==> src/itm_regs.svh <==
/*
 Timing constants for the instruction state timer: state costs per cycle
 and the cycle count codes the form decoder uses. Assumes it is included by bare name.
*/
`ifndef ITM_REGS_SVH
`define ITM_REGS_SVH

// States per cycle
`define ITM_S_MEM 8'h02
`define ITM_S_PER8_WORD 8'h06
`define ITM_S_PER8_BYTE 8'h03
`define ITM_S_PER16 8'h03
`define ITM_S_EXT8_2ST_WORD 8'h04
`define ITM_S_EXT8_2ST_BYTE 8'h02
`define ITM_S_EXT8_3ST_WORD 8'h06
`define ITM_S_EXT8_3ST_BYTE 8'h03
`define ITM_S_EXT16_2ST 8'h02
`define ITM_S_EXT16_3ST 8'h03
`define ITM_S_INTERNAL 8'h01

// Cycle counts
`define ITM_CNT_NONE 2'h0
`define ITM_CNT_ONE 2'h1
`define ITM_CNT_TWO 2'h2
`define ITM_CNT_THREE 2'h3

`endif

==> src/itm_pkg.sv <==
/*
 Types of the instruction state timer: instruction forms, cycle kinds,
 access conditions and per-category cycle counts. Assumes nothing else.
*/
package itm_pkg;

    typedef enum logic [4:0] {
        itm_add_b_imm = 5'h00,
        itm_add_b_reg = 5'h01,
        itm_add_w_imm = 5'h02,
        itm_add_w_reg = 5'h03,
        itm_add_l_imm = 5'h04,
        itm_add_l_reg = 5'h05,
        itm_add_small_constant_to_address = 5'h06,
        itm_add_with_extend_carry_imm = 5'h07,
        itm_add_with_extend_carry_reg = 5'h08,
        itm_and_b_imm = 5'h09,
        itm_and_b_reg = 5'h0a,
        itm_and_w_imm = 5'h0b,
        itm_and_w_reg = 5'h0c,
        itm_and_l_imm = 5'h0d,
        itm_and_l_reg = 5'h0e,
        itm_and_into_condition_codes = 5'h0f,
        itm_bit_and_carry_reg = 5'h10,
        itm_bit_and_carry_ind = 5'h11,
        itm_bit_and_carry_abs = 5'h12,
        itm_branch_d8 = 5'h13
    } itm_form_t;

    typedef enum logic [2:0] {
        itm_kind_fetch = 3'h0,
        itm_kind_branch_addr = 3'h1,
        itm_kind_stack = 3'h2,
        itm_kind_byte = 3'h3,
        itm_kind_word = 3'h4,
        itm_kind_internal = 3'h5
    } itm_kind_t;

    typedef enum logic [1:0] {
        itm_region_mem = 2'h0,
        itm_region_periph = 2'h1,
        itm_region_ext = 2'h2
    } itm_region_t;

    typedef struct packed {
        itm_region_t region;
        logic bus16;
        logic three_state;
        logic [3:0] wait_states;
    } itm_access_t;

    typedef struct packed {
        logic [1:0] fetch;
        logic [1:0] branch_addr;
        logic [1:0] stack;
        logic [1:0] byte_data;
        logic [1:0] word_data;
        logic [1:0] internal;
    } itm_counts_t;

    typedef enum logic [1:0] {
        itm_st_idle = 2'h0,
        itm_st_run = 2'h1,
        itm_st_done = 2'h2
    } itm_state_t;

endpackage

==> src/itm_cycle_cost.sv <==
/*
 States that one bus or internal cycle costs, from its kind and the access
 condition. Pure combinational; assumes the access condition is legal.
*/
`timescale 1ns/1ns
`include "itm_regs.svh"
module itm_cycle_cost (
    input wire itm_pkg::itm_kind_t i_kind,
    input wire itm_pkg::itm_access_t i_access,
    output logic [7:0] o_states
);
    import itm_pkg::*;

    logic [7:0] wait_1x;
    logic [7:0] wait_2x;
    logic narrow;

    // Wait terms; four wait bits keep the sum well inside eight bits
    assign wait_1x = {4'h0, i_access.wait_states};
    assign wait_2x = {3'h0, i_access.wait_states, 1'b0};
    assign narrow = (i_kind == itm_kind_byte);

    // Cost table; word and fetch cycles on an 8-bit path are two byte transfers
    always_comb begin
        o_states = `ITM_S_MEM;
        if (i_kind == itm_kind_internal) begin
            o_states = `ITM_S_INTERNAL;
        end else begin
            unique case (i_access.region)
                itm_region_mem: begin
                    o_states = `ITM_S_MEM;
                end
                itm_region_periph: begin
                    if (i_access.bus16) begin
                        o_states = `ITM_S_PER16;
                    end else if (narrow) begin
                        o_states = `ITM_S_PER8_BYTE;
                    end else begin
                        o_states = `ITM_S_PER8_WORD;
                    end
                end
                itm_region_ext: begin
                    if (i_access.bus16) begin
                        o_states = i_access.three_state ? `ITM_S_EXT16_3ST + wait_1x
                                                        : `ITM_S_EXT16_2ST;
                    end else if (narrow) begin
                        o_states = i_access.three_state ? `ITM_S_EXT8_3ST_BYTE + wait_1x
                                                        : `ITM_S_EXT8_2ST_BYTE;
                    end else begin
                        o_states = i_access.three_state ? `ITM_S_EXT8_3ST_WORD + wait_2x
                                                        : `ITM_S_EXT8_2ST_WORD;
                    end
                end
                default: begin
                    o_states = `ITM_S_MEM;
                end
            endcase
        end
    end

endmodule

==> src/itm_state_timer.sv <==
/*
 Instruction state timer: walks the cycles of one instruction, costs each
 against the access condition offered that cycle and reports the total.
 Assumes the bus controller drives i_access for the cycle on o_cycle_kind.
*/
`timescale 1ns/1ns
`include "itm_regs.svh"
module itm_state_timer (
    input wire logic i_clk_sys,
    input wire logic i_reset_n,
    input wire logic i_start,
    input wire itm_pkg::itm_form_t i_form,
    input wire itm_pkg::itm_access_t i_access,
    output logic o_ready,
    output logic o_busy,
    output logic o_done,
    output logic [15:0] o_states,
    output itm_pkg::itm_kind_t o_cycle_kind
);
    import itm_pkg::*;

    itm_state_t state_r;
    itm_counts_t cnt_r;
    itm_counts_t cnt_nxt;
    itm_counts_t start_cnt;
    itm_kind_t kind_r;
    logic [15:0] acc_r;
    logic [15:0] acc_nxt;
    logic [15:0] states_r;
    logic [7:0] cur_cost;
    logic ready_r;
    logic busy_r;
    logic done_r;
    logic take;

    // Cycle counts per form; unknown codes cost a single fetch
    function automatic itm_counts_t decode_form(input itm_form_t f);
        itm_counts_t c;
        c = '0;
        unique case (f)
            itm_add_b_imm, itm_add_b_reg, itm_add_w_reg, itm_add_l_reg:
                c.fetch = `ITM_CNT_ONE;
            itm_add_w_imm: c.fetch = `ITM_CNT_TWO;
            itm_add_l_imm: c.fetch = `ITM_CNT_THREE;
            itm_and_b_imm, itm_and_b_reg, itm_and_w_reg:
                c.fetch = `ITM_CNT_ONE;
            itm_and_w_imm, itm_and_l_reg: c.fetch = `ITM_CNT_TWO;
            itm_and_l_imm: c.fetch = `ITM_CNT_THREE;
            itm_add_small_constant_to_address, itm_add_with_extend_carry_imm,
            itm_add_with_extend_carry_reg, itm_and_into_condition_codes:
                c.fetch = `ITM_CNT_ONE;
            itm_bit_and_carry_reg: c.fetch = `ITM_CNT_ONE;
            itm_bit_and_carry_ind, itm_bit_and_carry_abs: begin
                c.fetch = `ITM_CNT_TWO;
                c.byte_data = `ITM_CNT_ONE;
            end
            itm_branch_d8: c.fetch = `ITM_CNT_TWO;
            default: c.fetch = `ITM_CNT_ONE;
        endcase
        return c;
    endfunction

    // Next category still owed, fetches first
    function automatic itm_kind_t first_kind(input itm_counts_t c);
        if (c.fetch != `ITM_CNT_NONE) begin
            return itm_kind_fetch;
        end else if (c.branch_addr != `ITM_CNT_NONE) begin
            return itm_kind_branch_addr;
        end else if (c.stack != `ITM_CNT_NONE) begin
            return itm_kind_stack;
        end else if (c.byte_data != `ITM_CNT_NONE) begin
            return itm_kind_byte;
        end else if (c.word_data != `ITM_CNT_NONE) begin
            return itm_kind_word;
        end
        return itm_kind_internal;
    endfunction

    // Cost of the cycle now on the bus, from this cycle's condition
    itm_cycle_cost u_cost (
        .i_kind(kind_r),
        .i_access(i_access),
        .o_states(cur_cost)
    );

    assign take = (state_r == itm_st_idle) && i_start;
    assign start_cnt = decode_form(i_form);
    assign acc_nxt = acc_r + {8'h00, cur_cost};

    // Retire one cycle of the current kind
    always_comb begin
        cnt_nxt = cnt_r;
        unique case (kind_r)
            itm_kind_fetch: cnt_nxt.fetch = cnt_r.fetch - `ITM_CNT_ONE;
            itm_kind_branch_addr: cnt_nxt.branch_addr = cnt_r.branch_addr - `ITM_CNT_ONE;
            itm_kind_stack: cnt_nxt.stack = cnt_r.stack - `ITM_CNT_ONE;
            itm_kind_byte: cnt_nxt.byte_data = cnt_r.byte_data - `ITM_CNT_ONE;
            itm_kind_word: cnt_nxt.word_data = cnt_r.word_data - `ITM_CNT_ONE;
            itm_kind_internal: cnt_nxt.internal = cnt_r.internal - `ITM_CNT_ONE;
            default: cnt_nxt = '0;
        endcase
    end

    // Sequencer; a start while busy is ignored, the caller watches o_ready
    always_ff @(posedge i_clk_sys) begin
        if (!i_reset_n) begin
            state_r <= itm_st_idle;
        end else begin
            unique case (state_r)
                itm_st_idle: if (take) begin
                    state_r <= itm_st_run;
                end
                itm_st_run: if (cnt_nxt == '0) begin
                    state_r <= itm_st_done;
                end
                itm_st_done: state_r <= itm_st_idle;
                default: state_r <= itm_st_idle;
            endcase
        end
    end

    // Remaining counts and the kind presented to the bus controller
    always_ff @(posedge i_clk_sys) begin
        if (!i_reset_n) begin
            cnt_r <= '0;
            kind_r <= itm_kind_fetch;
        end else if (take) begin
            cnt_r <= start_cnt;
            kind_r <= first_kind(start_cnt);
        end else if (state_r == itm_st_run) begin
            cnt_r <= cnt_nxt;
            kind_r <= first_kind(cnt_nxt);
        end
    end

    // Running sum; total stays on o_states until the next result
    always_ff @(posedge i_clk_sys) begin
        if (!i_reset_n) begin
            acc_r <= 16'h0000;
            states_r <= 16'h0000;
        end else if (take) begin
            acc_r <= 16'h0000;
        end else if (state_r == itm_st_run) begin
            acc_r <= acc_nxt;
            if (cnt_nxt == '0) begin
                states_r <= acc_nxt;
            end
        end
    end

    // Handshake flags
    always_ff @(posedge i_clk_sys) begin
        if (!i_reset_n) begin
            ready_r <= 1'b1;
            busy_r <= 1'b0;
            done_r <= 1'b0;
        end else begin
            done_r <= (state_r == itm_st_run) && (cnt_nxt == '0);
            if (take) begin
                ready_r <= 1'b0;
                busy_r <= 1'b1;
            end else if ((state_r == itm_st_run) && (cnt_nxt == '0)) begin
                busy_r <= 1'b0;
            end else if (state_r == itm_st_done) begin
                ready_r <= 1'b1;
            end
        end
    end

    assign o_ready = ready_r;
    assign o_busy = busy_r;
    assign o_done = done_r;
    assign o_states = states_r;
    assign o_cycle_kind = kind_r;
endmodule

==> config.mk <==
export PLATFORM = sky130hd
export DESIGN_NAME = itm_state_timer
export DESIGN_NICKNAME = d
export VERILOG_FILES = /design/src/itm_pkg.sv /design/src/itm_cycle_cost.sv /design/src/itm_state_timer.sv
export VERILOG_INCLUDE_DIRS = /design/src
export SDC_FILE = /design/constraint.sdc
export NUM_CORES = 1
export LEC_CHECK = 0
export BUFFER_PORTS_ARGS = -buffer_cell sky130_fd_sc_hd__buf_2
export CAP_MARGIN = 20
export CORE_MARGIN = 4
export CORE_UTILIZATION = 31
export CTS_CLUSTER_SIZE = 25
export DETAILED_ROUTE_END_ITERATION = 6
export GPL_ROUTABILITY_DRIVEN = 0
export PLACE_DENSITY = 0.48
export SKIP_LAST_GASP = 1
export SYNTH_ARGS = -nofsm -noshare
export SYNTH_HDL_FRONTEND = slang
export SYNTH_SLANG_ARGS = --single-unit
==> constraint.sdc <==
create_clock -name i_clk_sys -period 7.04 [get_ports i_clk_sys]
set_clock_uncertainty 0.15 [all_clocks]
set_input_delay 1.408 -clock i_clk_sys [delete_from_list [all_inputs] [get_ports i_clk_sys]]
set_output_delay 1.408 -clock i_clk_sys [all_outputs]
set_load 0.02 [all_outputs]
==> results of run 1 <==
==> stage by stage <==
stage / worst slack (ps) / area, um2 / instances / utilization, % / hold WS (ps)
2_1_floorplan: 3000 / 3150 / 399 / - / 291
3_3_place_gp: 2630 / 3420 / 549 / 34.8 / 286
3_5_place_dp: 2590 / 3420 / 549 / 34.8 / 291
4_1_cts: 2910 / 3550 / 556 / 36.1 / 307
5_1_grt: 2610 / 3550 / 556 / 36.1 / 338
6_report: 2800 / 3550 / 556 / 36.1 / 304
==> cells by family (layout without fill, tap and decap cells) <==
| group | Yosys count | in the layout | synth area share, % |
|---|---|---|---|
| and+or+nand+nor | 151 | 151 | 23.9 |
| AOI/OAI and AO/OA | 122 | 122 | 25.6 |
| buffers and inverters | 34 | 58 | 4.76 |
| DFF | 52 | 52 | 33.0 |
| muxes | 3 | 3 | 1.03 |
| adders and majority gates | 10 | 10 | 4.21 |
| xor gates and xnor gates | 27 | 27 | 7.50 |
==> worst max path at each step <==
| stage | start | endpoint | slack (ps) |
|---|---|---|---|
| after floorplan | i_access[6] | acc_r[12]$_SDFFE_PP0P_ | 3000 |
| after global placement | i_access[0] | o_states[10]$_SDFFE_PN0P_ | 2630 |
| after detailed placement | i_access[0] | o_states[12]$_SDFFE_PN0P_ | 2590 |
| after CTS | i_access[0] | o_states[12]$_SDFFE_PN0P_ | 2910 |
| after global routing | i_access[6] | acc_r[12]$_SDFFE_PP0P_ | 2610 |
| final | i_access[0] | o_states[12]$_SDFFE_PN0P_ | 2800 |
==> cells in the mapped netlist (all sizes together) (5+ instances only) <==
library cell	count
nor3	13
ha	9
nor2b	7
a211o	5
inv	11
nand2b	8
a21oi	39
o21ai	33
nor2	38
and2	5
xnor2	20
a211oi	6
clkbuf	13
xor2	7
nand2	48
buf	10
dfxtp	52
nand3	10
a21boi	6
==> per-layer routing <==
layer	track usage (%)	up-vias
met3	2.31	5
li1	-	1463
met5	0	-
met4	2.71	0
met2	22.3	47
met1	18.3	1282
==> state kept, by name (all words and copies together) (netlist names) <==
signal,count
acc_r,16
o_states,16
cnt_r,12
o_cycle_kind,3
state_r,2
o_busy,1
o_done,1
o_ready,1
==> power by group <==
group / internal [mW] / leakage, nW / switching, mW / total, mW
registers: 0.306 / 0.421 / 0.00959 / 0.316
logic: 0.0458 / 0.855 / 0.0831 / 0.129
clock network: 0.140 / 0.0642 / 0.0992 / 0.239
==> layout make-up <==
class	count	area, um2
Inverter	11	41.3
Tap cell	133	166
Timing Repair Buffer	40	208
Multi-Input combinational cell	313	1960
Clock buffer	5	68.8
Sequential cell	52	1040
Fill cell	1096	6270
Clock inverter	2	60.1
==> critical path, stage by stage <==
cell                       delay, ps
sky130_fd_sc_hd__buf_2            90
sky130_fd_sc_hd__inv_1            50
sky130_fd_sc_hd__ha_1            210
sky130_fd_sc_hd__xnor2_1         150
sky130_fd_sc_hd__nand2_1          80
sky130_fd_sc_hd__o21ai_0         140
sky130_fd_sc_hd__a22oi_1          80
sky130_fd_sc_hd__nor3_1          260
sky130_fd_sc_hd__ha_1            330
sky130_fd_sc_hd__nor2b_1         160
sky130_fd_sc_hd__o31a_1          260
sky130_fd_sc_hd__o21ai_1         470
sky130_fd_sc_hd__a21boi_0        220
sky130_fd_sc_hd__xnor2_1         260
sky130_fd_sc_hd__a21oi_2          80
==> metrics.txt, run 1 <==
ANT cells=0; most frequent standard cell in the layout excluding fill and tap cells=sky130_fd_sc_hd__dfxtp_1; # port buffers=37; First-pass DRT Iterations=4; Max-Slew Margin vs Limit=between 30% and 40%; net count of the finished layout=about 450; aggregate negative setup slack=0 ps; Tightest Pin Transition=approximately 970 ps; status=finished clean; DRT iter0 DRCs=between 70 and 80; time the final worst path needs with I/O delays and setup=roughly 4200 ps; count of buffers added by post-CTS timing repair for setup=0; Leak Pwr=1.34 nW; HP Start=o_states[0]$_SDFFE_PN0P_; most frequent cells in the layout=sky130_fd_sc_hd__dfxtp_1 (52), sky130_fd_sc_hd__nand2_1 (48), sky130_fd_sc_hd__nor2_1 (38); Setup crit start kind=input port; H-Tree Depth=2; reg-to-reg endpoint=o_states[12]$_SDFFE_PN0P_; die outline area=11800 um2; hold-fix buffers at CTS=0; data arrival time at the worst-slack endpoint=approximately 4300 ps; setup repair after global routing missed its margin=no; portion of the clock cycle consumed by the worst path in the final layout=about three fifths; Boundary Pins=38; peak clock frequency supported by timing=about 240 MHz; Pwr Density=slightly below 200 nW/um2; Final Hold Violating Endpoints=0; root buffer cell=sky130_fd_sc_hd__clkbuf_8; setup violators final=0; top flip-flop cell by instance count after synthesis=sky130_fd_sc_hd__dfxtp_1; clock latency at the later pin of the worst-skew pair=roughly 300 ps; length of routed met2 wiring=around 3.4 mm; global-route wire length before repair=12.9 mm; Worst Reg-to-Reg Cells=11; highest signal layer in the routed design=met4; worst IR drop on VDD=108 uV; Area growth syn-to-layout=12.6%; post-synth design cell area=around 3200 um2; die span in x=about 110 um; GRT Overall Usage=13.4%; number of synthesized flops with an enable pin=0; crit path max fanout=9; CTS tree=built; vias per std cell=between 5 and 6; met3 routed wirelength=just over 200 um; count of antenna-violating nets left after detailed routing=0; standard cell core area=9820 um2; fraction of final layout cells with drive strength greater than 1=between 10% and 20%; hold path depth=2; worst min-delay path endpoint=o_states[0]$_SDFFE_PN0P_; reported max-cap violation count=0; cell taking the most area after synthesis=sky130_fd_sc_hd__dfxtp_1; CTS Buffer Depth=2; fraction of the yosys area taken by sequential cells=33.0%; routed wire length=between 7 and 8 mm; starting utilization of the core area=between 30% and 40%; Clock transition at path regs=approximately 90 ps; number of global-route vias before repair=2690; cell types occupying the most area after synthesis=sky130_fd_sc_hd__dfxtp_1 (33%), sky130_fd_sc_hd__nand2_1 (5.7%), sky130_fd_sc_hd__xnor2_1 (5.6%), sky130_fd_sc_hd__a21oi_1 (5.1%), sky130_fd_sc_hd__nor2_1 (4.5%); drt drc=0; routed length per placed instance=13.2 um; Total Power Consumption=around 0.68 mW; antenna violations before repair=0; area share of the largest cell type after synthesis=33.0%; vertical extent of the die=~110 um; share of synthesized registers carrying an async set or reset=0%; post-route met1 wirelength=about 3.7 mm; required time of the worst setup path=~7100 ps; Mapped Avg Cell Area=around 7.9 um2; register-to-register setup slack=around 3000 ps; Unique masters post-synth=60; Syn. warnings=0; Cell Rows=36; placed wire-length estimate=a little over 5 mm; sum of overflow across all layers after global routing=0; clock sink count=between 50 and 60; number of flip-flops and latches in the synthesized netlist=52; pin count of the biggest net entering global routing=37; Gate Count Post-Synth=between 300 and 400; endpoint type of the worst setup path=register; detailed-route via count=2797; Hold Crit Class=register to register; total CTS buffers=5; Synthesized Nets=~430; number of pins exceeding their max-slew limit in the final report=0; post-CTS sizing=0; worst setup path class=input port to register; R2R Path Start=o_cycle_kind[1]$_SDFFE_PN0P_
Note: power is estimated with default switching activity, not from simulation.
==> inputs of run 2 (changes only) <==
--- a/config.mk
+++ b/config.mk
@@ -6,6 +6,7 @@
 export SDC_FILE = /design/constraint.sdc
 export NUM_CORES = 1
 export LEC_CHECK = 0
+export ABC_AREA = 1
 export BUFFER_PORTS_ARGS = -buffer_cell sky130_fd_sc_hd__buf_2
 export CAP_MARGIN = 20
 export CORE_MARGIN = 4
@@ -13,7 +14,7 @@
 export CTS_CLUSTER_SIZE = 25
 export DETAILED_ROUTE_END_ITERATION = 6
 export GPL_ROUTABILITY_DRIVEN = 0
-export PLACE_DENSITY = 0.48
+export PLACE_DENSITY = 0.49
 export SKIP_LAST_GASP = 1
 export SYNTH_ARGS = -nofsm -noshare
 export SYNTH_HDL_FRONTEND = slang
==> constraint.sdc (replaced) <==
create_clock -name i_clk_sys -period 3.8 [get_ports i_clk_sys]
set_clock_uncertainty 0.15 [all_clocks]
set_input_delay 0.76 -clock i_clk_sys [delete_from_list [all_inputs] [get_ports i_clk_sys]]
set_output_delay 0.76 -clock i_clk_sys [all_outputs]
set_load 0.02 [all_outputs]
==> run 2 against run 1 <==
Core utilization decreased by 0.33 points; non-clock buffer count increased by 3; flip-flop and latch count stayed put; sequential share of layout area fell by 1.0 points; via count is 13% higher; worst hold slack improved by 15 ps; wire length grew 5.9%; critical path type is now register to register.
==> metrics.txt, run 2 <==
drt drc=0; die span in x=111 um; Top delay family on crit path=simple AND/OR/NAND/NOR gates; worst setup path class=register to register; Area growth syn-to-layout=12.8%; number of buffers and inverters on the critical path=2; endpoint type of the worst setup path=register; aggregate negative setup slack=0 ps; routed length per placed instance=11.0 um; clock latency at the later pin of the worst-skew pair=310 ps; hold-fix buffers at CTS=0; post-synth design cell area=around 3300 um2; area share of the largest cell type after synthesis=between 30% and 40%; number of synthesized flops with an enable pin=0; Boundary Pins=38; cell taking the most area after synthesis=sky130_fd_sc_hd__dfxtp_1; crit path max fanout=11; DRT iter0 DRCs=200; Hold Crit Class=register to register; Pwr Density=~390 nW/um2; most frequent standard cell in the layout excluding fill and tap cells=sky130_fd_sc_hd__nand2_1; status=finished clean; # port buffers=37; net count of the finished layout=approximately 600; routed wire length=roughly 8 mm; clock sink count=between 50 and 60; peak clock frequency supported by timing=308 MHz; setup violators final=0; pin count of the biggest net entering global routing=40; sum of overflow across all layers after global routing=0; antenna violations before repair=0; Gate Count Post-Synth=roughly 540; Cell Rows=37; root buffer cell=sky130_fd_sc_hd__clkbuf_8; reported max-cap violation count=0; total CTS buffers=5; CP peak stage delay=between 500 and 600 ps; Unique masters post-synth=33; placed wire-length estimate=5.84 mm; slowest cell on the critical path=sky130_fd_sc_hd__dfxtp_1; die outline area=about 12000 um2; top flip-flop cell by instance count after synthesis=sky130_fd_sc_hd__dfxtp_1; CTS Buffer Depth=2; number of flip-flops and latches in the synthesized netlist=52; required time of the worst setup path=roughly 3900 ps; commonest cells in the netlist=sky130_fd_sc_hd__nand2_1 (155), sky130_fd_sc_hd__inv_1 (91), sky130_fd_sc_hd__nor2_1 (69); Total Power Consumption=1.45 mW; number of pins exceeding their max-slew limit in the final report=0; ANT cells=0; count of buffers added by post-CTS timing repair for setup=0; most common cell in the netlist=sky130_fd_sc_hd__nand2_1; Setup crit start kind=register; fraction of the yosys area taken by sequential cells=between 30% and 40%; cell types occupying the most area after synthesis=sky130_fd_sc_hd__dfxtp_1 (32%), sky130_fd_sc_hd__nand2_1 (18%), sky130_fd_sc_hd__inv_1 (10%), sky130_fd_sc_hd__nor2_1 (7.9%), sky130_fd_sc_hd__nand3_1 (5.1%); Clock transition at path regs=110 ps; H-Tree Depth=2; share of the core filled with cells=between 30% and 40%; global-route wire length before repair=13.8 mm; fraction of final layout cells with drive strength greater than 1=between 10% and 20%; worst IR drop on VDD=~180 uV; GRT Overall Usage=roughly an eighth; most frequent cells in the layout=sky130_fd_sc_hd__nand2_1 (155), sky130_fd_sc_hd__inv_1 (91), sky130_fd_sc_hd__nor2_1 (68); vias per std cell=between 4 and 5; CTS tree=built; detailed-route via count=3152; Final Hold Violating Endpoints=0; share of synthesized registers carrying an async set or reset=0%; Leak Pwr=roughly 1.9 nW; series of cell instances along the critical path=nand2_1 > nor2_1 > nor2_1 > nand2_1 > o211ai_1 > a31oi_1 > inv_1 > fa_1 > inv_1 > nand2_1 > nand3_1 > nand2_1 > or2_2 > nand3_1 > nor2_1 > nor2_1; Syn. warnings=0; data arrival time at the worst-slack endpoint=roughly 3400 ps; Worst Slack Setup Final=551 ps; number of global-route vias before repair=2930; portion of the clock cycle consumed by the worst path in the final layout=85.5%; Mapped Avg Cell Area=between 6 and 7 um2; Tightest Pin Transition=about 600 ps; post-CTS sizing=0; time the final worst path needs with I/O delays and setup=~3200 ps; Max-Slew Margin vs Limit=59.8%; standard cell core area=between 10000 and 15000 um2; First-pass DRT Iterations=4; vertical extent of the die=111 um; Synthesized Nets=approximately 560; setup repair after global routing missed its margin=no; starting utilization of the core area=between 30% and 40%; count of antenna-violating nets left after detailed routing=0; worst setup slack before clock tree synthesis=between 300 and 400 ps
[run 2: cell types whose count changed after synthesis, moves of 7 or more]
| cell | change |
|---|---|
| sky130_fd_sc_hd__nand2_1 | +107 |
| sky130_fd_sc_hd__inv_1 | +80 |
| sky130_fd_sc_hd__nor2_1 | +31 |
| sky130_fd_sc_hd__nand3_1 | +23 |
| sky130_fd_sc_hd__xnor2_1 | -18 |
| sky130_fd_sc_hd__o211ai_1 | +11 |
| sky130_fd_sc_hd__nand2b_1 | -8 |
| sky130_fd_sc_hd__a21oi_2 | -7 |
| sky130_fd_sc_hd__o21ai_1 | -7 |
[run 2: final cells by class]
class,instances,area (um2)
clock buffer,5,68.8
tap,136,170
sequential,52,1040
fill,1146,6600
timing repair buffer,43,230
inverter,94,353
clock inverter,3,25.0
multi-input combinational,375,1790
[run 2: power by group]
group	switching, mW	total [mW]	internal, mW
sequential	0.0446	0.648	0.603
combinational	0.307	0.458	0.151
clock	0.208	0.343	0.135
total	0.559	1.45	0.889
[run 2: worst paths after layout]
| kind | endpoint | from | cells after the start | slack, ps |
|---|---|---|---|---|
| max | o_states[14]$_SDFFE_PN0P_ | o_cycle_kind[0]$_SDFFE_PN0P_ | 16 | 550 |
| min | o_busy$_SDFFE_PN0P_ | o_busy$_SDFFE_PN0P_ | 2 | 320 |
| max reg2reg | o_states[14]$_SDFFE_PN0P_ | o_cycle_kind[0]$_SDFFE_PN0P_ | 16 | 550 |
| min reg2reg | o_busy$_SDFFE_PN0P_ | o_busy$_SDFFE_PN0P_ | 2 | 320 |
[run 2: kinds of logic after synthesis]
logic type,Yosys count,share of synthesized area (%)
flops,52,31.9
compound gates,76,13.0
simple gates,280,35.3
xor+xnor,9,2.41
fa+ha+maj,10,4.06
buf+inv,110,13.3
[run 2: layer usage]
layer  track usage, %  vias up  share of wire, %
li1                 -     1736                 -
met2             20.8       46                42
met1             18.7     1363                53
met3             2.30        7               3.5
met5                0        -                 0
met4             2.96        0              0.99
[run 2: worst min-delay path, cell delays in order, from the launching register on]
cell and delay [ps]:
sky130_fd_sc_hd__dfxtp_1 320, sky130_fd_sc_hd__nand2_1 60, sky130_fd_sc_hd__a21oi_1 50
[run 2: stage by stage]
step | std cells | hold slack (ps) | area (um2)
finish | 708 | 320 | 3680
global route | 708 | 347 | 3680
CTS | 708 | 328 | 3680
detailed placement | 700 | 304 | 3590
global placement | 700 | 302 | 3590
floorplan | 537 | 295 | 3260
